--- src/hw/wdr_pkg.sv ---
// Package: constants for the watchdog and board reset block
package wdr_pkg;
	// ----------------------------------------------------------------
	// Register map
	// ----------------------------------------------------------------
	localparam logic [15:0] GEN_OUT_ADDR     = 16'h0437;
	localparam int          GEN_OUT_WD_BIT   = 6;
	localparam logic [7:0]  GEN_OUT_RST      = 8'h40;
	// ----------------------------------------------------------------
	// Timing
	// ----------------------------------------------------------------
	localparam longint      CLK_HZ           = 200000000;
	localparam longint      WD_TIMEOUT_MS    = 1500;
	localparam longint      WD_TIMEOUT_CYC   = (WD_TIMEOUT_MS * CLK_HZ) / 1000;
	localparam int          RST_PULSE_US     = 100;
	localparam int          RST_PULSE_CYC    = int'((RST_PULSE_US * CLK_HZ) / 1000000);
	localparam int          SYNC_STAGES      = 3;
	// ----------------------------------------------------------------
	// Sequencer states
	// ----------------------------------------------------------------
	typedef enum logic [2:0] {
		WDR_IDLE  = 3'b001,
		WDR_ARMED = 3'b010,
		WDR_RESET = 3'b100
	} wdr_state_e;
endpackage : wdr_pkg

--- src/hw/wdr_sync_if.sv ---
// Interface: synchronised pin levels passed to the watchdog core
`timescale 1ns/1ps
interface wdr_sync_if;
	logic mode_wd;
	logic low_rail_en;
	logic fail_5v;
	logic fail_3v3;
	modport src (output mode_wd, output low_rail_en, output fail_5v, output fail_3v3);
	modport dst (input mode_wd, input low_rail_en, input fail_5v, input fail_3v3);
endinterface : wdr_sync_if

--- src/hw/wdr_pin_sync.sv ---
// Three-stage pin synchroniser for jumpers and supply monitors
`timescale 1ns/1ps
module wdr_pin_sync #(
	parameter int N = 4
) (
	// Clock and reset
	input  wire logic         clk_sys,
	input  wire logic         rst_b,
	// Raw pins
	input  wire logic [N-1:0] pin_in,
	// Filtered levels
	wdr_sync_if.src           sync_o
);
	logic      [N-1:0] s1_ff;
	logic      [N-1:0] s2_ff;
	logic      [N-1:0] s3_ff;
	wire logic [N-1:0] lvl;

	always_ff @(posedge clk_sys or negedge rst_b) begin
		if (!rst_b) begin
			s1_ff <= '0;
			s2_ff <= '0;
			s3_ff <= '0;
		end else begin
			s1_ff <= pin_in;
			s2_ff <= s1_ff;
			s3_ff <= s2_ff;
		end
	end

	// Level changes only once stages two and three agree
	genvar g;
	generate
		for (g = 0; g < N; g++) begin : g_bit
			logic lvl_ff;
			always_ff @(posedge clk_sys or negedge rst_b) begin
				if (!rst_b) begin
					lvl_ff <= 1'b0;
				end else if (s2_ff[g] == s3_ff[g]) begin
					lvl_ff <= s3_ff[g];
				end
			end
			assign lvl[g] = lvl_ff;
		end
	endgenerate

	// Bit order follows the pin concatenation at the instance
	assign sync_o.mode_wd     = lvl[0];
	assign sync_o.low_rail_en = lvl[1];
	assign sync_o.fail_5v     = lvl[2];
	assign sync_o.fail_3v3    = lvl[3];
endmodule : wdr_pin_sync

--- src/hw/wdr_top.sv ---
// Watchdog timer and board hardware reset generator
// Function
// [RQ1] Timer can reset the board only when watchdog mode jumper enables it.
// [RQ2] Writing bit 6 zero at 437H arms a reset about 1.5 s later.
// [RQ3] Writing bit 6 one clears the pending delay; no reset while one.
// [RQ4] Software must toggle bit 6 one then zero within 1.5 s.
// [RQ5] Expiry without refresh asserts the board hardware reset.
// [RQ6] 5 V supply below 4.75 V asserts the board hardware reset.
// [RQ7] With low rail jumper fitted, 3.3 V undervoltage also asserts reset.
// [RQ8] Mode jumper left selects normal reset, right selects watchdog operation.
// [RQ9] Low rail jumper removed means 3.3 V undervoltage input is ignored.
// [RQ10] All sources merge into one reset of minimum width; timer then clears.
`timescale 1ns/1ps
module wdr_top
	import wdr_pkg::*;
#(
	parameter longint TIMEOUT_CYC = wdr_pkg::WD_TIMEOUT_CYC,
	parameter int     PULSE_CYC   = wdr_pkg::RST_PULSE_CYC
) (
	// Clock and reset
	input  wire logic        clk_sys,
	input  wire logic        rst_b,
	// I/O register port
	input  wire logic [15:0] io_addr,
	input  wire logic        io_wr,
	input  wire logic        io_rd,
	input  wire logic [7:0]  io_wdata,
	output logic      [7:0]  io_rdata,
	// Jumpers, high when in the enabling position
	input  wire logic        watchdog_mode_jumper,
	input  wire logic        low_rail_monitor_jumper,
	// Supply supervisors, high on undervoltage
	input  wire logic        fail_5v,
	input  wire logic        fail_3v3,
	// Board reset and status
	output logic             board_rst_b,
	output logic             wd_pending
);
	import wdr_pkg::*;

	// ----------------------------------------------------------------
	// Pin synchronisation
	// ----------------------------------------------------------------
	// Jumpers share the monitor filter, so a one-cycle jumper glitch cannot arm
	wdr_sync_if sync_if ();

	wdr_pin_sync #(.N(4)) u_sync (
		.clk_sys (clk_sys),
		.rst_b   (rst_b),
		.pin_in  ({fail_3v3, fail_5v, low_rail_monitor_jumper, watchdog_mode_jumper}),
		.sync_o  (sync_if)
	);

	// ----------------------------------------------------------------
	// Address decode
	// ----------------------------------------------------------------
	function automatic logic hit(input logic [15:0] a);
		hit = (a == GEN_OUT_ADDR);
	endfunction : hit

	logic wr_hit;
	logic rd_hit;
	assign wr_hit = io_wr && hit(io_addr);
	assign rd_hit = io_rd && hit(io_addr);

	// ----------------------------------------------------------------
	// General output register
	// ----------------------------------------------------------------
	logic [7:0] general_output_reg_ff;
	logic       wd_bit;

	always_ff @(posedge clk_sys or negedge rst_b) begin
		if (!rst_b) begin
			general_output_reg_ff <= GEN_OUT_RST;
		end else if (wr_hit) begin
			general_output_reg_ff <= io_wdata;                   // RQ2 RQ3
		end
	end

	// Other addresses read zero, so a stray read never shows a live bit
	always_ff @(posedge clk_sys or negedge rst_b) begin
		if (!rst_b) begin
			io_rdata <= 8'h00;
		end else if (rd_hit) begin
			io_rdata <= general_output_reg_ff;
		end else begin
			io_rdata <= 8'h00;
		end
	end

	assign wd_bit = general_output_reg_ff[GEN_OUT_WD_BIT];

	// ----------------------------------------------------------------
	// Reset sources
	// ----------------------------------------------------------------
	logic fail_5v_hit;
	logic fail_3v3_hit;
	logic supply_fail;

	assign fail_5v_hit  = sync_if.fail_5v;                           // RQ6
	assign fail_3v3_hit = sync_if.low_rail_en && sync_if.fail_3v3;   // RQ7 RQ9
	assign supply_fail  = fail_5v_hit || fail_3v3_hit;

	// ----------------------------------------------------------------
	// Watchdog requests
	// ----------------------------------------------------------------
	logic arm_req;
	logic disarm_req;

	// Either the jumper going low or the bit going high drops a pending timeout
	assign arm_req    = sync_if.mode_wd && !wd_bit;                  // RQ1 RQ8 RQ2
	assign disarm_req = !sync_if.mode_wd || wd_bit;                  // RQ1 RQ3

	// ----------------------------------------------------------------
	// Sequencer
	// ----------------------------------------------------------------
	wdr_state_e  state_ff;
	wdr_state_e  nxt_state;
	logic [31:0] wd_cnt_ff;
	logic [31:0] pulse_cnt_ff;
	logic        expired;
	logic        pulse_done;

	localparam logic [31:0] TO_LAST    = 32'(TIMEOUT_CYC - 1);
	localparam logic [31:0] PULSE_LAST = 32'(PULSE_CYC - 1);

	assign expired    = (wd_cnt_ff == TO_LAST);
	assign pulse_done = (pulse_cnt_ff == PULSE_LAST);

	always_comb begin
		nxt_state = state_ff;
		case (state_ff)
			WDR_IDLE: begin
				if (supply_fail) begin
					nxt_state = WDR_RESET;                   // RQ6 RQ7
				end else if (arm_req) begin
					nxt_state = WDR_ARMED;                   // RQ2
				end
			end
			WDR_ARMED: begin
				if (supply_fail) begin
					nxt_state = WDR_RESET;
				end else if (disarm_req) begin
					nxt_state = WDR_IDLE;                    // RQ3 RQ1
				end else if (expired) begin
					nxt_state = WDR_RESET;                   // RQ5
				end
			end
			WDR_RESET: begin
				// Holds while a supply stays low, then for the full width
				if (!supply_fail && pulse_done) begin
					nxt_state = WDR_IDLE;                    // RQ10
				end
			end
			default: begin
				nxt_state = WDR_IDLE;
			end
		endcase
	end

	// ----------------------------------------------------------------
	// State register
	// ----------------------------------------------------------------
	always_ff @(posedge clk_sys or negedge rst_b) begin
		if (!rst_b) begin
			state_ff <= WDR_IDLE;
		end else begin
			state_ff <= nxt_state;
		end
	end

	// ----------------------------------------------------------------
	// Watchdog timer
	// ----------------------------------------------------------------
	logic wd_run;
	assign wd_run = (state_ff == WDR_ARMED) && (nxt_state == WDR_ARMED);

	// Counts only while armed; any other state, board reset included, clears it
	always_ff @(posedge clk_sys or negedge rst_b) begin
		if (!rst_b) begin
			wd_cnt_ff <= 32'h0000_0000;
		end else if (wd_run) begin
			wd_cnt_ff <= wd_cnt_ff + 32'h0000_0001;                // RQ2
		end else begin
			wd_cnt_ff <= 32'h0000_0000;                            // RQ3 RQ10
		end
	end

	// ----------------------------------------------------------------
	// Reset pulse width
	// ----------------------------------------------------------------
	// Restarts while a supply is low, so the width counts from recovery
	always_ff @(posedge clk_sys or negedge rst_b) begin
		if (!rst_b) begin
			pulse_cnt_ff <= 32'h0000_0000;
		end else if (state_ff != WDR_RESET || supply_fail) begin
			pulse_cnt_ff <= 32'h0000_0000;
		end else if (!pulse_done) begin
			pulse_cnt_ff <= pulse_cnt_ff + 32'h0000_0001;          // RQ10
		end
	end

	// ----------------------------------------------------------------
	// Board reset output
	// ----------------------------------------------------------------
	// Taken from the next state so the pin moves with the state register
	always_ff @(posedge clk_sys or negedge rst_b) begin
		if (!rst_b) begin
			board_rst_b <= 1'b0;
		end else begin
			board_rst_b <= (nxt_state != WDR_RESET);                // RQ5 RQ6 RQ10
		end
	end

	// ----------------------------------------------------------------
	// Pending status
	// ----------------------------------------------------------------
	always_ff @(posedge clk_sys or negedge rst_b) begin
		if (!rst_b) begin
			wd_pending <= 1'b0;
		end else begin
			wd_pending <= (nxt_state == WDR_ARMED);
		end
	end
endmodule : wdr_top

--- config.mk ---
export PLATFORM = sky130hd
export DESIGN_NAME = wdr_top
export DESIGN_NICKNAME = d
export VERILOG_FILES = /design/src/hw/wdr_pkg.sv /design/src/hw/wdr_sync_if.sv /design/src/hw/wdr_pin_sync.sv /design/src/hw/wdr_top.sv
export SDC_FILE = /design/constraint.sdc
export NUM_CORES = 1
export LEC_CHECK = 0
export ABC_AREA = 1
export BUFFER_PORTS_ARGS = -buffer_cell sky130_fd_sc_hd__buf_2
export CORE_MARGIN = 1.5
export CORE_UTILIZATION = 29
export DETAILED_ROUTE_END_ITERATION = 10
export HOLD_SLACK_MARGIN = 0.02
export MAX_ROUTING_LAYER = met4
export SLEW_MARGIN = 20
export SYNTH_ARGS = -nofsm -noshare
export SYNTH_HDL_FRONTEND = slang
export SYNTH_HIERARCHICAL = 1
export SYNTH_SLANG_ARGS = --single-unit
--- constraint.sdc ---
create_clock -name clk_sys -period 1.95 [get_ports clk_sys]
set_input_delay 0.2925 -clock clk_sys [delete_from_list [all_inputs] [get_ports clk_sys]]
set_output_delay 0.2925 -clock clk_sys [all_outputs]
set_load 0.02 [all_outputs]
# [After elaboration in Yosys (flattened, before gate mapping)]
# Index checks and enable logic that the tools add are counted.
[totals] reg_bits=101 in_bits=32 out_inout_bits=10 elab_cells=53
[classes] n_addsub=2 n_eq_ne=14 n_mux=11 reduce_logical=12
[op_table] operator="$mux W32" count=3
[op_table] operator="$add A32 B1 Y32 const B" count=2
[op_table] operator="$eq A32 B15 Y1 const B" count=1
[op_table] operator="$eq A32 B29 Y1 const B" count=1
[op_table] operator="$mux W3" count=6
[op_table] operator="$eq A16 B11 Y1 const B" count=1
[op_table] operator="$pmux W3 S3" count=1
[op_table] operator="$mux W8" count=1
[op_table] operator="$eq A3 B2 Y1 const B" count=2
[op_table] operator="$logic_and A1 B1 Y1" count=6
[op_table] operator="$ne A3 B3 Y1 const B" count=2
[op_table] operator="$eq A1 B1 Y1" count=4
[op_table] operator="$eq A3 B1 Y1 const B" count=1
[op_table] operator="$eq A3 B3 Y1 const B" count=1
[op_table] operator="$logic_not A1 Y1" count=3
[op_table] operator="$logic_or A1 B1 Y1" count=3
[op_table] operator="$ne A2 B1 Y1 const B" count=1

# [Logic depth before layout (Yosys ltp)]
# Gate-level depths: netlist (run 1).
[depth] ltp_word=9 ltp_mapped=11 mapped_depth_nobuf=11

# [Modules after synthesis]
# The synthesis (run 1) kept the hierarchy.
[by_module_without_submodules] mod="wdr_top" n_inst=1 cells_each=579 area_per_inst_um2=4693.3 seq_area_each_um2=2129.5
[by_module_without_submodules] mod="wdr_pin_sync" n_inst=1 cells_each=32 area_per_inst_um2=465.4 seq_area_each_um2=400.4

# [Worst setup path before layout (run 1)]
# Ideal clock, no wire load.
[synth_path] kind="flip-flop to flip-flop" startpoint="reg pulse_cnt_ff[0]" endpoint="reg pulse_cnt_ff[30]" t_arrival_ns=1.487 required_time_ns=1.828 path_slack_ns=0.340 path_stages_with_launch=11 period_less_slack_ns=1.610 cell_sequence="dfrtp_1 ha_1 nand2_1 nor3_4 nand2_2 nor2_2 nand2_1 nor2_2 nand2_2 nor3_1 nor2_1"
[synth_via] elab_chain_cells=3
[synth_lines] item="start, declared" line="wdr_top.sv:120" rtl="logic [31:0] pulse_cnt_ff;"
[synth_lines] item="start signal, assigned" line="wdr_top.sv:199" rtl="pulse_cnt_ff <= pulse_cnt_ff + 32'h0000_0001;"
[synth_lines] item="$add A32 B1 Y32" line="wdr_top.sv:199"
[synth_lines] item="$mux W32" line="wdr_top.sv:198" rtl="end else if (!pulse_done) begin"
[synth_lines] item="$mux W32" line="wdr_top.sv:196" rtl="end else if (state_ff != WDR_RESET || supply_fail) begin"
# Several ways; a longest one is shown, not always the timed one. The select of a mux whose other input is x is not followed.
# A chain may end at the register's enable or synchronous reset.

# [Final worst setup path (run 1)]
[layout_path] startpoint="reg wd_cnt_ff[0]" endpoint="reg wd_cnt_ff[29]"
[layout_via] elab_chain_cells=8
[layout_lines] item="start, declared" line="wdr_top.sv:119" rtl="logic [31:0] wd_cnt_ff;"
[layout_lines] item="start signal, assigned" line="wdr_top.sv:183" rtl="wd_cnt_ff <= wd_cnt_ff + 32'h0000_0001;"
[layout_lines] item="$eq A32 B29 Y1" line="wdr_top.sv:127" rtl="assign expired = (wd_cnt_ff == TO_LAST);"
[layout_lines] item="$mux W3" line="wdr_top.sv:145" rtl="end else if (expired) begin"
[layout_lines] item="$mux W3" line="wdr_top.sv:143" rtl="end else if (disarm_req) begin"
[layout_lines] item="$mux W3" line="wdr_top.sv:141" rtl="if (supply_fail) begin"
[layout_lines] item="$pmux W3 S3" line="wdr_top.sv:132" rtl="case (state_ff)"
[layout_lines] item="$eq A3 B2 Y1" line="wdr_top.sv:176" rtl="assign wd_run = (state_ff == WDR_ARMED) && (nxt_state == WDR_ARMED);"
[layout_lines] item="$logic_and A1 B1 Y1" line="wdr_top.sv:176"
[layout_lines] item="$mux W32 *" line="wdr_top.sv:182" rtl="end else if (wd_run) begin"
# Mark *: on every way between the ends. The rest lies on a longest branch, timed or not.

==> results of run 1 <==
## cell families (layout without fill, tap and decap cells)
| group | after synthesis | after routing | synth area share, % |
|---|---|---|---|
| AOI/OAI and AO/OA | 61 | 61 | 6.43 |
| xor gates and xnor gates | 24 | 24 | 4.07 |
| adders and majority gates | 2 | 2 | 0.485 |
| buffers and inverters | 106 | 174 | 7.93 |
| DFF | 101 | 101 | 49.0 |
| and+or+nand+nor | 317 | 317 | 32.0 |
## cells in the final DEF (no fill, tap or decap), types with 4 or more instances in the layout
master     count
dfrtp_1       99
nor2_2        10
buf_4         12
nand2_1       86
o21ai_0       13
nor4_1        11
xnor2_1        4
nor2_4         8
nor3_1        34
buf_2         40
inv_2          9
o21ai_1       13
nand4_1       27
xor2_1        20
clkbuf_16      9
inv_1         91
nand2_2       10
a21oi_1       25
nand3_1       30
nor2_1        79
## metrics by stage
step / hold slack (ns) / power, mW
after floorplan: -0.00309 / 2.46
after global placement: 0.220 / 2.63
after detailed placement: 0.222 / 2.63
after CTS: 0.0202 / 4.49
after global routing: 0.0210 / 4.64
final: 0.0359 / 4.43
## registers in the layout (all words and copies together), names as in the netlist
name / count
board_rst_b: 1
general_output_reg_ff: 8
io_rdata: 8
pulse_cnt_ff: 32
state_ff: 3
u_sync/s1_ff: 4
u_sync/s2_ff: 4
u_sync/s3_ff: 4
u_sync/sync_o.fail_3v3: 1
u_sync/sync_o.fail_5v: 1
u_sync/sync_o.low_rail_en: 1
u_sync/sync_o.mode_wd: 1
wd_cnt_ff: 32
wd_pending: 1
## worst max path at each step
stage / end / depth (start not counted) / slack, ns / from
6_report: wd_cnt_ff[29]$_DFF_PN0_ / 10 / 0.15 / wd_cnt_ff[0]$_DFF_PN0_
5_1_grt: wd_cnt_ff[24]$_DFF_PN0_ / 10 / 0.004 / wd_cnt_ff[0]$_DFF_PN0_
4_1_cts: pulse_cnt_ff[0]$_DFFE_PN0P_ / 8 / 0.08 / pulse_cnt_ff[0]$_DFFE_PN0P_
3_5_place_dp: pulse_cnt_ff[0]$_DFFE_PN0P_ / 8 / 0.13 / pulse_cnt_ff[0]$_DFFE_PN0P_
3_3_place_gp: pulse_cnt_ff[0]$_DFFE_PN0P_ / 8 / 0.10 / pulse_cnt_ff[0]$_DFFE_PN0P_
2_1_floorplan: pulse_cnt_ff[30]$_DFFE_PN0P_ / 10 / 0.34 / pulse_cnt_ff[0]$_DFFE_PN0P_
## final cells by class
class / instances / area (µm²) / area share [%]
multi-input combinational: 404 / 2240 / 36.6
timing repair buffer: 58 / 380 / 6.22
tap: 225 / 282 / 4.60
clock inverter: 7 / 83.8 / 1.37
clock buffer: 9 / 225 / 3.68
sequential: 101 / 2530 / 41.4
inverter: 100 / 375 / 6.14
## Yosys cell counts
master	instances
nor2_1	81
ha_1	2
buf_4	2
inv_1	91
xnor2_1	4
nand4_4	2
nor3_4	2
nand3_4	2
nand3b_1	3
o21ai_1	13
or2_1	2
xor2_1	20
nor3b_1	1
nand2_1	87
dfrtp_1	99
inv_2	9
dfstp_2	2
buf_2	3
a21oi_2	3
a31oi_1	3
nor2_4	8
or4_1	1
o21ai_2	1
nand4_2	2
clkbuf_1	1
o21ai_0	13
nor4_1	11
nor2_8	1
nand3_2	3
o21a_1	3
nand4_1	27
nor2_2	8
nand2_2	9
a21oi_1	25
nor3_1	34
nor3_2	2
nand3_1	30
nor4_2	1
## layer usage
| layer | wire length, µm | part of all wire [%] | vias up |
|---|---|---|---|
| li1 | - | - | 2124 |
| met1 | 5290 | 49 | 1914 |
| met2 | 5070 | 47 | 58 |
| met3 | 353 | 3.2 | 14 |
| met4 | 161 | 1.5 | 0 |
| met5 | 0 | 0 | - |
## power by group
part / switching [mW] / internal [mW] / leakage, nW
Combinational: 0.250 / 0.147 / 1.09
Sequential: 0.0374 / 2.17 / 1.36
Clock: 0.908 / 0.922 / 0.151
Total: 1.20 / 3.23 / 2.60
## timing repair
item,CTS,global route
setup endpoints to repair,0,10
buffers inserted,0,1
hold endpoints to repair,20,2
hold buffers,1,2
gates resized for setup,0,5
==> flow_summary_export.csv, run 1 <==
group,metric,value,unit
outcome,status,"finished clean",
grt,met3_usage,2.65,%
setup_path,rrSetupSlack,0.15,ns
cts,numCtsBuffers,9,
sta,relSlewSlack,71.2,%
routing,dr.pass1.iters,4,
finish,drive_above_1_share,19.1,%
grt,grt_max_degree,44,
grt,grt.overflow.total,0,
setup_path,critPathLaunchType,"flip-flop",
setup_path,cp.required,2.24,ns
die,core,17400,µm²
grt,grt_util_met2,20.6,%
place,post-place-ws,0.126,ns
sta,worst_slew_pin_slew,0.427,ns
synth,synth_top_area_share,48.0,%
sta,timing.final.ws_setup,0.150,ns
power,ir_drop,376,µV
finish,n_fill_cell,1748,
sta,fin_setup_tns,0,ns
routing,wl,10900,µm
setup_path,worst_path_dominant_cell_family,"simple AND/OR/NAND/NOR gates",
finish,fin_nets,708,
sta,finalCritPeriodShare,92.3,%
finish,syn2layout_area_growth,18.6,%
finish,utilization,35.2,%
finish,finalNonFillerCells,904,
cts,clk_pin_slew,0.08,ns
die,die_h,136,µm
cts,clk_path_buf_depth,2,
power,p_leak,2.60,nW
die,rows,48,
setup_path,slowest_stage,"dfrtp_1",
grt,grt_pass1_vias,4018,
setup_path,timing.rr.start,"wd_cnt_ff[0]$_DFF_PN0_",
grt,grt_busiest_layer,"met2",
cts,ctsHtreeMaxLevel,3,
synth,synth.largest_area_cell,"dfrtp_1",
cts,cts_root_buffer,"clkbuf_16",
setup_path,slowest_delay,0.40,ns
job,maxCapViolCount,0,
hold_path,holdCritStartpoint,"fail_3v3",
setup_path,worstSetupPathType,"reg2reg",
synth,synthTopCellsByArea,"dfrtp_1 (48%), inv_1 (6.6%), nand2_1 (6.3%), nor2_1 (5.9%), xor2_1 (3.4%)",
cts,insertion_delay,0.36,ns
sta,period_needed,1.80,ns
sta,rsz0062_at_grt,"no",
sta,hold_violations,0,
grt,antenna_found_initial,0,
sta,fmax,0.556,GHz
die,floorplan.die.width,136,µm
setup_path,critPathMaxFanout,6,
setup_path,reg2reg_to,"wd_cnt_ff[29]$_DFF_PN0_",
synth,ys_seq_elements,101,
die,start_util,29.7,%
synth,yosysWarnings,6,
routing,vias_per_cell,4.55,
power,power.density,724,nW/µm²
synth,synth_nets,645,
place,place_area,5750,µm²
hold_path,hold_path_depth,1,
routing,drc_errors,0,
synth,synthCells,611,
setup_path,r2r_cells,10,
sta,finClkSkew,0.0107,ns
grt,use_met1,17.3,%
die,pin_count,42,
grt,track_usage,13.3,%
sta,report.final.slew_viol_count,0,
place,dp.cells,884,
setup_path,path_buf_inv,0,
setup_path,worstPathArrival,2.09,ns
hold_path,holdCritPathClass,"in2reg",
finish,fin_area,6120,µm²
routing,ant_nets,0,
routing,num_vias,4110,
synth,ys_types,38,
setup_path,cp-end-kind,"flip-flop",
place,dp_hpwl,8140,µm
hold_path,whs_endpoint,"u_sync/s1_ff[3]$_DFF_PN0_",
synth,syn-cell-area,5160,µm²
cts,clock-sinks,101,
synth,ys_seq_area_share,49.0,%
place,globalplace.congestion,0.868,
cts,cts_tree,"built",
die,dieArea,18600,µm²
routing,drtIter0Drc,284,
grt,grt_pass1_wl,19100,µm
sta,setup_violations,0,
place,io_buffers,41,
routing,drt-wirelength-per-cell,12.0,µm
finish,antenna_cells,0,
synth,avgSynthCellArea,8.44,µm²
setup_path,worstPathCellList,"ha_1 > nand2_1 > nor2_4 > nand2_2 > nor3_2 > a21oi_2 > nand3_1 > nor2_1 > nand2_1 > nor2_1",
(Power assumes the default switching activity.)
==> run 2, diff against run 1 <==
==> constraint.sdc (replaced) <==
create_clock -name clk_sys -period 2.1 [get_ports clk_sys]
set_input_delay 0.315 -clock clk_sys [delete_from_list [all_inputs] [get_ports clk_sys]]
set_output_delay 0.315 -clock clk_sys [all_outputs]
set_load 0.02 [all_outputs]
==> run 2 against run 1 <==
Effect of this change:
- power is 9.1% lower
- utilization fell by 0.86 points
- sequential power decreased by 7%
- cell area down 2.4%
- worst setup slack better by 0.044 ns
==> flow_summary_export.csv, run 2 (same netlist as run 1, synthesis figures left out) <==
group,metric,value,unit
outcome,status,"finished clean",
sta,finClkSkew,0.0112,ns
grt,grt_pass1_vias,4020,
cts,clk_pin_slew,0.08,ns
finish,syn2layout_area_growth,15.7,%
finish,mostFrequentLayoutCell,"dfrtp_1",
finish,utilization,34.4,%
die,rows,48,
grt,track_usage,13.0,%
grt,grt.overflow.total,0,
place,globalplace.congestion,0.843,
power,power.density,675,nW/µm²
die,start_util,29.7,%
cts,numCtsBuffers,9,
setup_path,critPathMostFrequentCell,"nand2_1",
setup_path,worstPathArrival,2.19,ns
die,core,17400,µm²
sta,fin_setup_tns,0,ns
finish,largestRegisters,"pulse_cnt_ff: 32 flops, wd_cnt_ff: 32 flops",
cts,clock-sinks,101,
power,p_leak,2.53,nW
routing,drtIter0Drc,292,
setup_path,cp.required,2.39,ns
cts,postCtsSetupBuffers,0,
sta,rsz0062_at_grt,"no",
cts,post_cts_resized,0,
setup_path,critPathLaunchType,"flip-flop",
cts,hold_buffers,1,
finish,final_cell_mix,"dfrtp_1 (99), inv_1 (91), nand2_1 (87)",
routing,dr.pass1.iters,5,
hold_path,holdCritStartpoint,"fail_5v",
grt,grt_max_degree,67,
setup_path,worstSetupPathType,"reg2reg",
setup_path,timing.rr.start,"pulse_cnt_ff[0]$_DFFE_PN0P_",
setup_path,setup.worst_path.start,"pulse_cnt_ff[0]$_DFFE_PN0P_",
die,die_h,136,µm
sta,worst_slew_pin_slew,0.573,ns
sta,hold_violations,0,
place,dp_hpwl,7900,µm
die,dieArea,18600,µm²
cts,insertion_delay,0.35,ns
sta,setup_violations,0,
setup_path,critPathMaxFanout,4,
routing,wl,10600,µm
sta,fmax,0.525,GHz
sta,relSlewSlack,61.4,%
setup_path,slowest_stage,"dfrtp_1",
cts,clk_path_buf_depth,2,
sta,hold_slack,0.0635,ns
routing,num_vias,4101,
cts,cts_root_buffer,"clkbuf_16",
hold_path,holdCritPathClass,"in2reg",
sta,report.final.slew_viol_count,0,
routing,vias_per_cell,4.59,
setup_path,worstPathCellList,"ha_1 > nand2_1 > nor3_4 > nand2_2 > nor2_2 > nand2_1 > nor2_2 > nand2_2 > o21ai_2 > nand2_1 > nor2_1",
finish,fin_nets,697,
setup_path,slowest_delay,0.41,ns
cts,cts_tree,"built",
job,maxCapViolCount,0,
setup_path,cp-end-kind,"flip-flop",
sta,finalCritPeriodShare,90.7,%
routing,ant_nets,0,
routing,drc_errors,0,
power,ir_drop,426,µV
sta,period_needed,1.91,ns
place,dp.cells,876,
grt,antenna_found_initial,0,
place,io_buffers,41,
routing,drt-wirelength-per-cell,11.9,µm
die,floorplan.die.width,136,µm
grt,grt_pass1_wl,18700,µm
finish,antenna_cells,0,
finish,drive_above_1_share,17.5,%
power,power,4.03,mW
die,pin_count,42,
cts,ctsHtreeMaxLevel,3,
finish,finalNonFillerCells,893,
## run 2: power breakdown
part | switching (mW) | leakage, nW | internal, mW
Sequential | 0.0345 | 1.36 | 2.01
Clock | 0.802 | 0.140 | 0.834
Combinational | 0.228 | 1.03 | 0.117
## run 2: area by class of cell
type,count,area [µm²]
clock buffer,9,225
clock inverter,7,67.6
fill,1774,11400
inverter,100,375
multi-input combinational,404,2220
sequential,101,2530
tap,225,282
timing repair buffer,47,268
## run 2: per-stage QoR
stage / cell area, µm² / worst slack (ns)
after floorplan: 5160 / 0.490
after global placement: 5660 / 0.210
after detailed placement: 5660 / 0.162
after CTS: 5970 / 0.148
after global routing: 5970 / 0.00264
final: 5970 / 0.194
## run 2: routing by layer
layer | up-vias | GRT usage, % | wire (µm)
li1 | 2091 | - | -
met1 | 1935 | 16.7 | 5100
met2 | 59 | 20.4 | 4970
met3 | 16 | 2.72 | 386
met4 | 0 | 4.14 | 177
met5 | - | - | 0
## run 2: final timing paths
check / endpoint / slack [ns] / cells after the start
worst max-delay path: pulse_cnt_ff[30]$_DFFE_PN0P_ / 0.19 / 11
worst min-delay path: u_sync/s1_ff[2]$_DFF_PN0_ / 0.06 / 1
worst max register to register: pulse_cnt_ff[30]$_DFFE_PN0P_ / 0.19 / 11
worst min register to register: u_sync/s2_ff[1]$_DFF_PN0_ / 0.35 / 0
max in group asynchronous: pulse_cnt_ff[24]$_DFFE_PN0P_ / 1.20 / 3
min in group asynchronous: wd_cnt_ff[5]$_DFF_PN0_ / 0.52 / 3
## run 2: critical path: cells and delay by family, from the launching register on
family,cells,cell delay [ns]
compound gates,1,0.11
fa+ha+maj,1,0.21
flops,1,0.41
simple gates,9,1.11
==> run 3, diff against run 2 <==
--- a/config.mk
+++ b/config.mk
@@ -5,7 +5,6 @@
 export SDC_FILE = /design/constraint.sdc
 export NUM_CORES = 1
 export LEC_CHECK = 0
-export ABC_AREA = 1
 export BUFFER_PORTS_ARGS = -buffer_cell sky130_fd_sc_hd__buf_2
 export CORE_MARGIN = 1.5
 export CORE_UTILIZATION = 29
@@ -17,3 +16,4 @@
 export SYNTH_HDL_FRONTEND = slang
 export SYNTH_HIERARCHICAL = 1
 export SYNTH_SLANG_ARGS = --single-unit
+export TNS_END_PERCENT = 10
==> run 3 against run 2 <==
Effect of this change:
- critical path depth fell by 6
- global-route usage grew 0.45 points
- final cell count is 16% lower
- fmax decreased by 2.5%
- sequential power is essentially flat
- synthesized area is 4.9% lower
- clock power hardly changed
- non-clock buffer count increased by 21
- hold slack gained 0.0043 ns
- worst setup slack got worse by 0.048 ns
- critical endpoint is now pulse_cnt_ff[23]$_DFFE_PN0P_
- largest power group unchanged
==> flow_summary_export.csv, run 3 <==
group,metric,value,unit
setup_path,timing.rr.start,"pulse_cnt_ff[0]$_DFFE_PN0P_",
routing,wl,10900,µm
finish,finalNonFillerCells,747,
sta,fmax,0.512,GHz
synth,avgSynthCellArea,10.4,µm²
grt,track_usage,13.4,%
sta,finClkSkew,0.0104,ns
finish,final_cell_mix,"dfrtp_1 (99), buf_2 (40), nand2_1 (29)",
routing,drt-wirelength-per-cell,14.6,µm
power,p_leak,2.23,nW
die,start_util,29.6,%
sta,fin_setup_tns,0,ns
synth,synthFlopType,"dfrtp_1",
sta,rsz0062_at_grt,"no",
synth,yosys.cell_count.top_type,"dfrtp_1",
cts,clk_pin_slew,0.08,ns
grt,grt.overflow.total,0,
finish,largestRegisters,"pulse_cnt_ff: 32 flops, wd_cnt_ff: 32 flops",
cts,clock-sinks,101,
grt,grt_pass1_wl,18700,µm
synth,syn-cell-area,4910,µm²
finish,mostFrequentLayoutCell,"dfrtp_1",
power,power,4.06,mW
setup_path,slowest_stage,"or4_1",
setup_path,worst_path_dominant_cell_family,"simple AND/OR/NAND/NOR gates",
cts,cts_root_buffer,"clkbuf_16",
sta,hold_violations,0,
setup_path,worstPathCellList,"nand3_1 > or3_1 > buf_4 > or4_1 > a21oi_1",
sta,period_needed,1.95,ns
finish,utilization,35.1,%
sta,setup_violations,0,
finish,syn2layout_area_growth,18.6,%
cts,ctsHtreeMaxLevel,3,
cts,cts_tree,"built",
power,power.density,698,nW/µm²
hold_path,hold_path_depth,1,
place,dp_hpwl,7550,µm
finish,fin_nets,556,
synth,yosysWarnings,6,
synth,synth_top_family_by_area,"simple AND/OR/NAND/NOR gates",
synth,synth_compound_area_share,12.0,%
synth,ys_types,46,
outcome,status,"finished clean",
finish,n_fill_cell,1697,
finish,drive_above_1_share,20.1,%
die,die_h,133,µm
finish,fin_area,5820,µm²
setup_path,cp.required,2.38,ns
cts,postCtsSetupBuffers,0,
cts,clk_path_buf_depth,2,
synth,synthSimpleGateAreaFrac,25.7,%
routing,vias_per_cell,5.29,
synth,synth_top_area_share,50.5,%
grt,antenna_found_initial,0,
die,dieArea,17700,µm²
die,pin_count,42,
setup_path,worstPathArrival,2.23,ns
cts,numCtsBuffers,9,
routing,num_vias,3953,
place,dp.cells,730,
setup_path,critPathLaunchType,"flip-flop",
synth,synthMuxAreaShare,2.45,%
job,maxCapViolCount,0,
sta,worst_slew_pin_slew,0.524,ns
hold_path,holdCritStartpoint,"watchdog_mode_jumper",
grt,grt_pass1_vias,3829,
place,io_buffers,41,
place,place_area,5490,µm²
grt,grt_max_degree,62,
cts,insertion_delay,0.35,ns
synth,ys_seq_area_share,51.6,%
die,floorplan.die.width,133,µm
synth,synthArstFlopShare,100,%
synth,synthTopCellsByArea,"dfrtp_1 (50%), o31ai_1 (3.5%), or4_1 (3.5%), a211oi_1 (2.9%), nand4_1 (2.8%)",
sta,finalCritPeriodShare,93.0,%
synth,synth-edff-count,0,
sta,relSlewSlack,64.6,%
die,core,16600,µm²
routing,ant_nets,0,
routing,drc_errors,0,
place,globalplace.congestion,0.851,
synth,synthAdderAreaFrac,1.43,%
routing,dr.pass1.iters,5,
die,rows,47,
synth,synth.largest_area_cell,"dfrtp_1",
setup_path,worstSetupPathType,"reg2reg",
synth,synthCells,471,
setup_path,rrSetupSlack,0.15,ns
setup_path,cp-end-kind,"flip-flop",
setup_path,r2r_cells,5,
setup_path,reg2reg_to,"pulse_cnt_ff[23]$_DFFE_PN0P_",
finish,antenna_cells,0,
synth,ys_seq_elements,101,
setup_path,path_buf_inv,1,
synth,synth_nets,505,
hold_path,holdCritPathClass,"in2reg",
synth,synth_commonest_cells,"dfrtp_1 (99), nand2_1 (30), nand3_1 (26)",
sta,report.final.slew_viol_count,0,
setup_path,slowest_delay,0.52,ns
routing,drtIter0Drc,145,
hold_path,whs_endpoint,"u_sync/s1_ff[0]$_DFF_PN0_",
synth,synth_xor_area_share,3.93,%
setup_path,critPathMaxFanout,18,
power,ir_drop,500,µV
==> run 3: per-stage QoR <==
| step | hold WS (ns) | worst slack (ns) |
|---|---|---|
| finish | 0.0678 | 0.146 |
| global placement | 0.135 | 0.151 |
| detailed placement | 0.140 | 0.0840 |
| CTS | 0.0494 | 0.0918 |
| global route | 0.0495 | 0.00808 |
| floorplan | 0.0194 | 0.180 |
==> run 3: routing by layer <==
layer,global-route usage (%),up-vias,wire (µm)
met5,-,-,0
met4,5.01,0,146
met3,2.87,11,309
met2,20.2,61,5170
met1,17.7,1950,5280
li1,-,1931,-
==> run 3: area by class of cell <==
cell class,instances,area [µm²],share of cell area [%]
clock buffers,9,225,3.87
well taps,220,275,4.73
inverters,6,22.5,0.387
repair buffers,68,438,7.53
clock inverters,7,72.6,1.25
multi-input cells,336,2250,38.7
flip-flops and latches,101,2530,43.5
==> run 3: worst max path at each step <==
| stage | startpoint | endpoint | slack, ns | depth (start not counted) |
|---|---|---|---|---|
| after global routing | wd_cnt_ff[16]$_DFF_PN0_ | wd_cnt_ff[25]$_DFF_PN0_ | 0.008 | 5 |
| after detailed placement | wd_cnt_ff[0]$_DFF_PN0_ | wd_cnt_ff[20]$_DFF_PN0_ | 0.08 | 5 |
| after CTS | wd_cnt_ff[0]$_DFF_PN0_ | wd_cnt_ff[30]$_DFF_PN0_ | 0.09 | 5 |
| after floorplan | wd_cnt_ff[12]$_DFF_PN0_ | wd_cnt_ff[25]$_DFF_PN0_ | 0.18 | 6 |
| final | pulse_cnt_ff[0]$_DFFE_PN0P_ | pulse_cnt_ff[23]$_DFFE_PN0P_ | 0.15 | 5 |
| after global placement | wd_cnt_ff[0]$_DFF_PN0_ | wd_cnt_ff[30]$_DFF_PN0_ | 0.15 | 5 |
==> run 3: cell families (layout without fill, tap and decap cells) <==
group | after synthesis | in the layout
AND/OR/NAND/NOR | 209 | 209
flip-flops | 101 | 101
AO/OA/AOI/OAI | 88 | 88
buffers and inverters | 34 | 90
XOR/XNOR | 22 | 22
multiplexers | 11 | 11
adder cells (fa/ha/maj) | 6 | 6
==> run 3: worst register-to-register path, cell delays in order, from the launching register on <==
cell	delay [ns]
dfrtp_1	0.43
nand3_1	0.17
or3_1	0.38
buf_4	0.20
or4_1	0.53
a21oi_1	0.17
==> run 3: repair_timing <==
action	4_1_cts	5_1_grt
hold endpoints to repair	5	0
hold buffers	1	0
endpoints found under the setup margin	0	8
resized for setup	0	5
==> run 3: power by group <==
group | total, mW | internal [mW] | switching (mW)
registers | 2.05 | 2.01 | 0.0408
logic | 0.368 | 0.138 | 0.230
clock network | 1.64 | 0.846 | 0.798
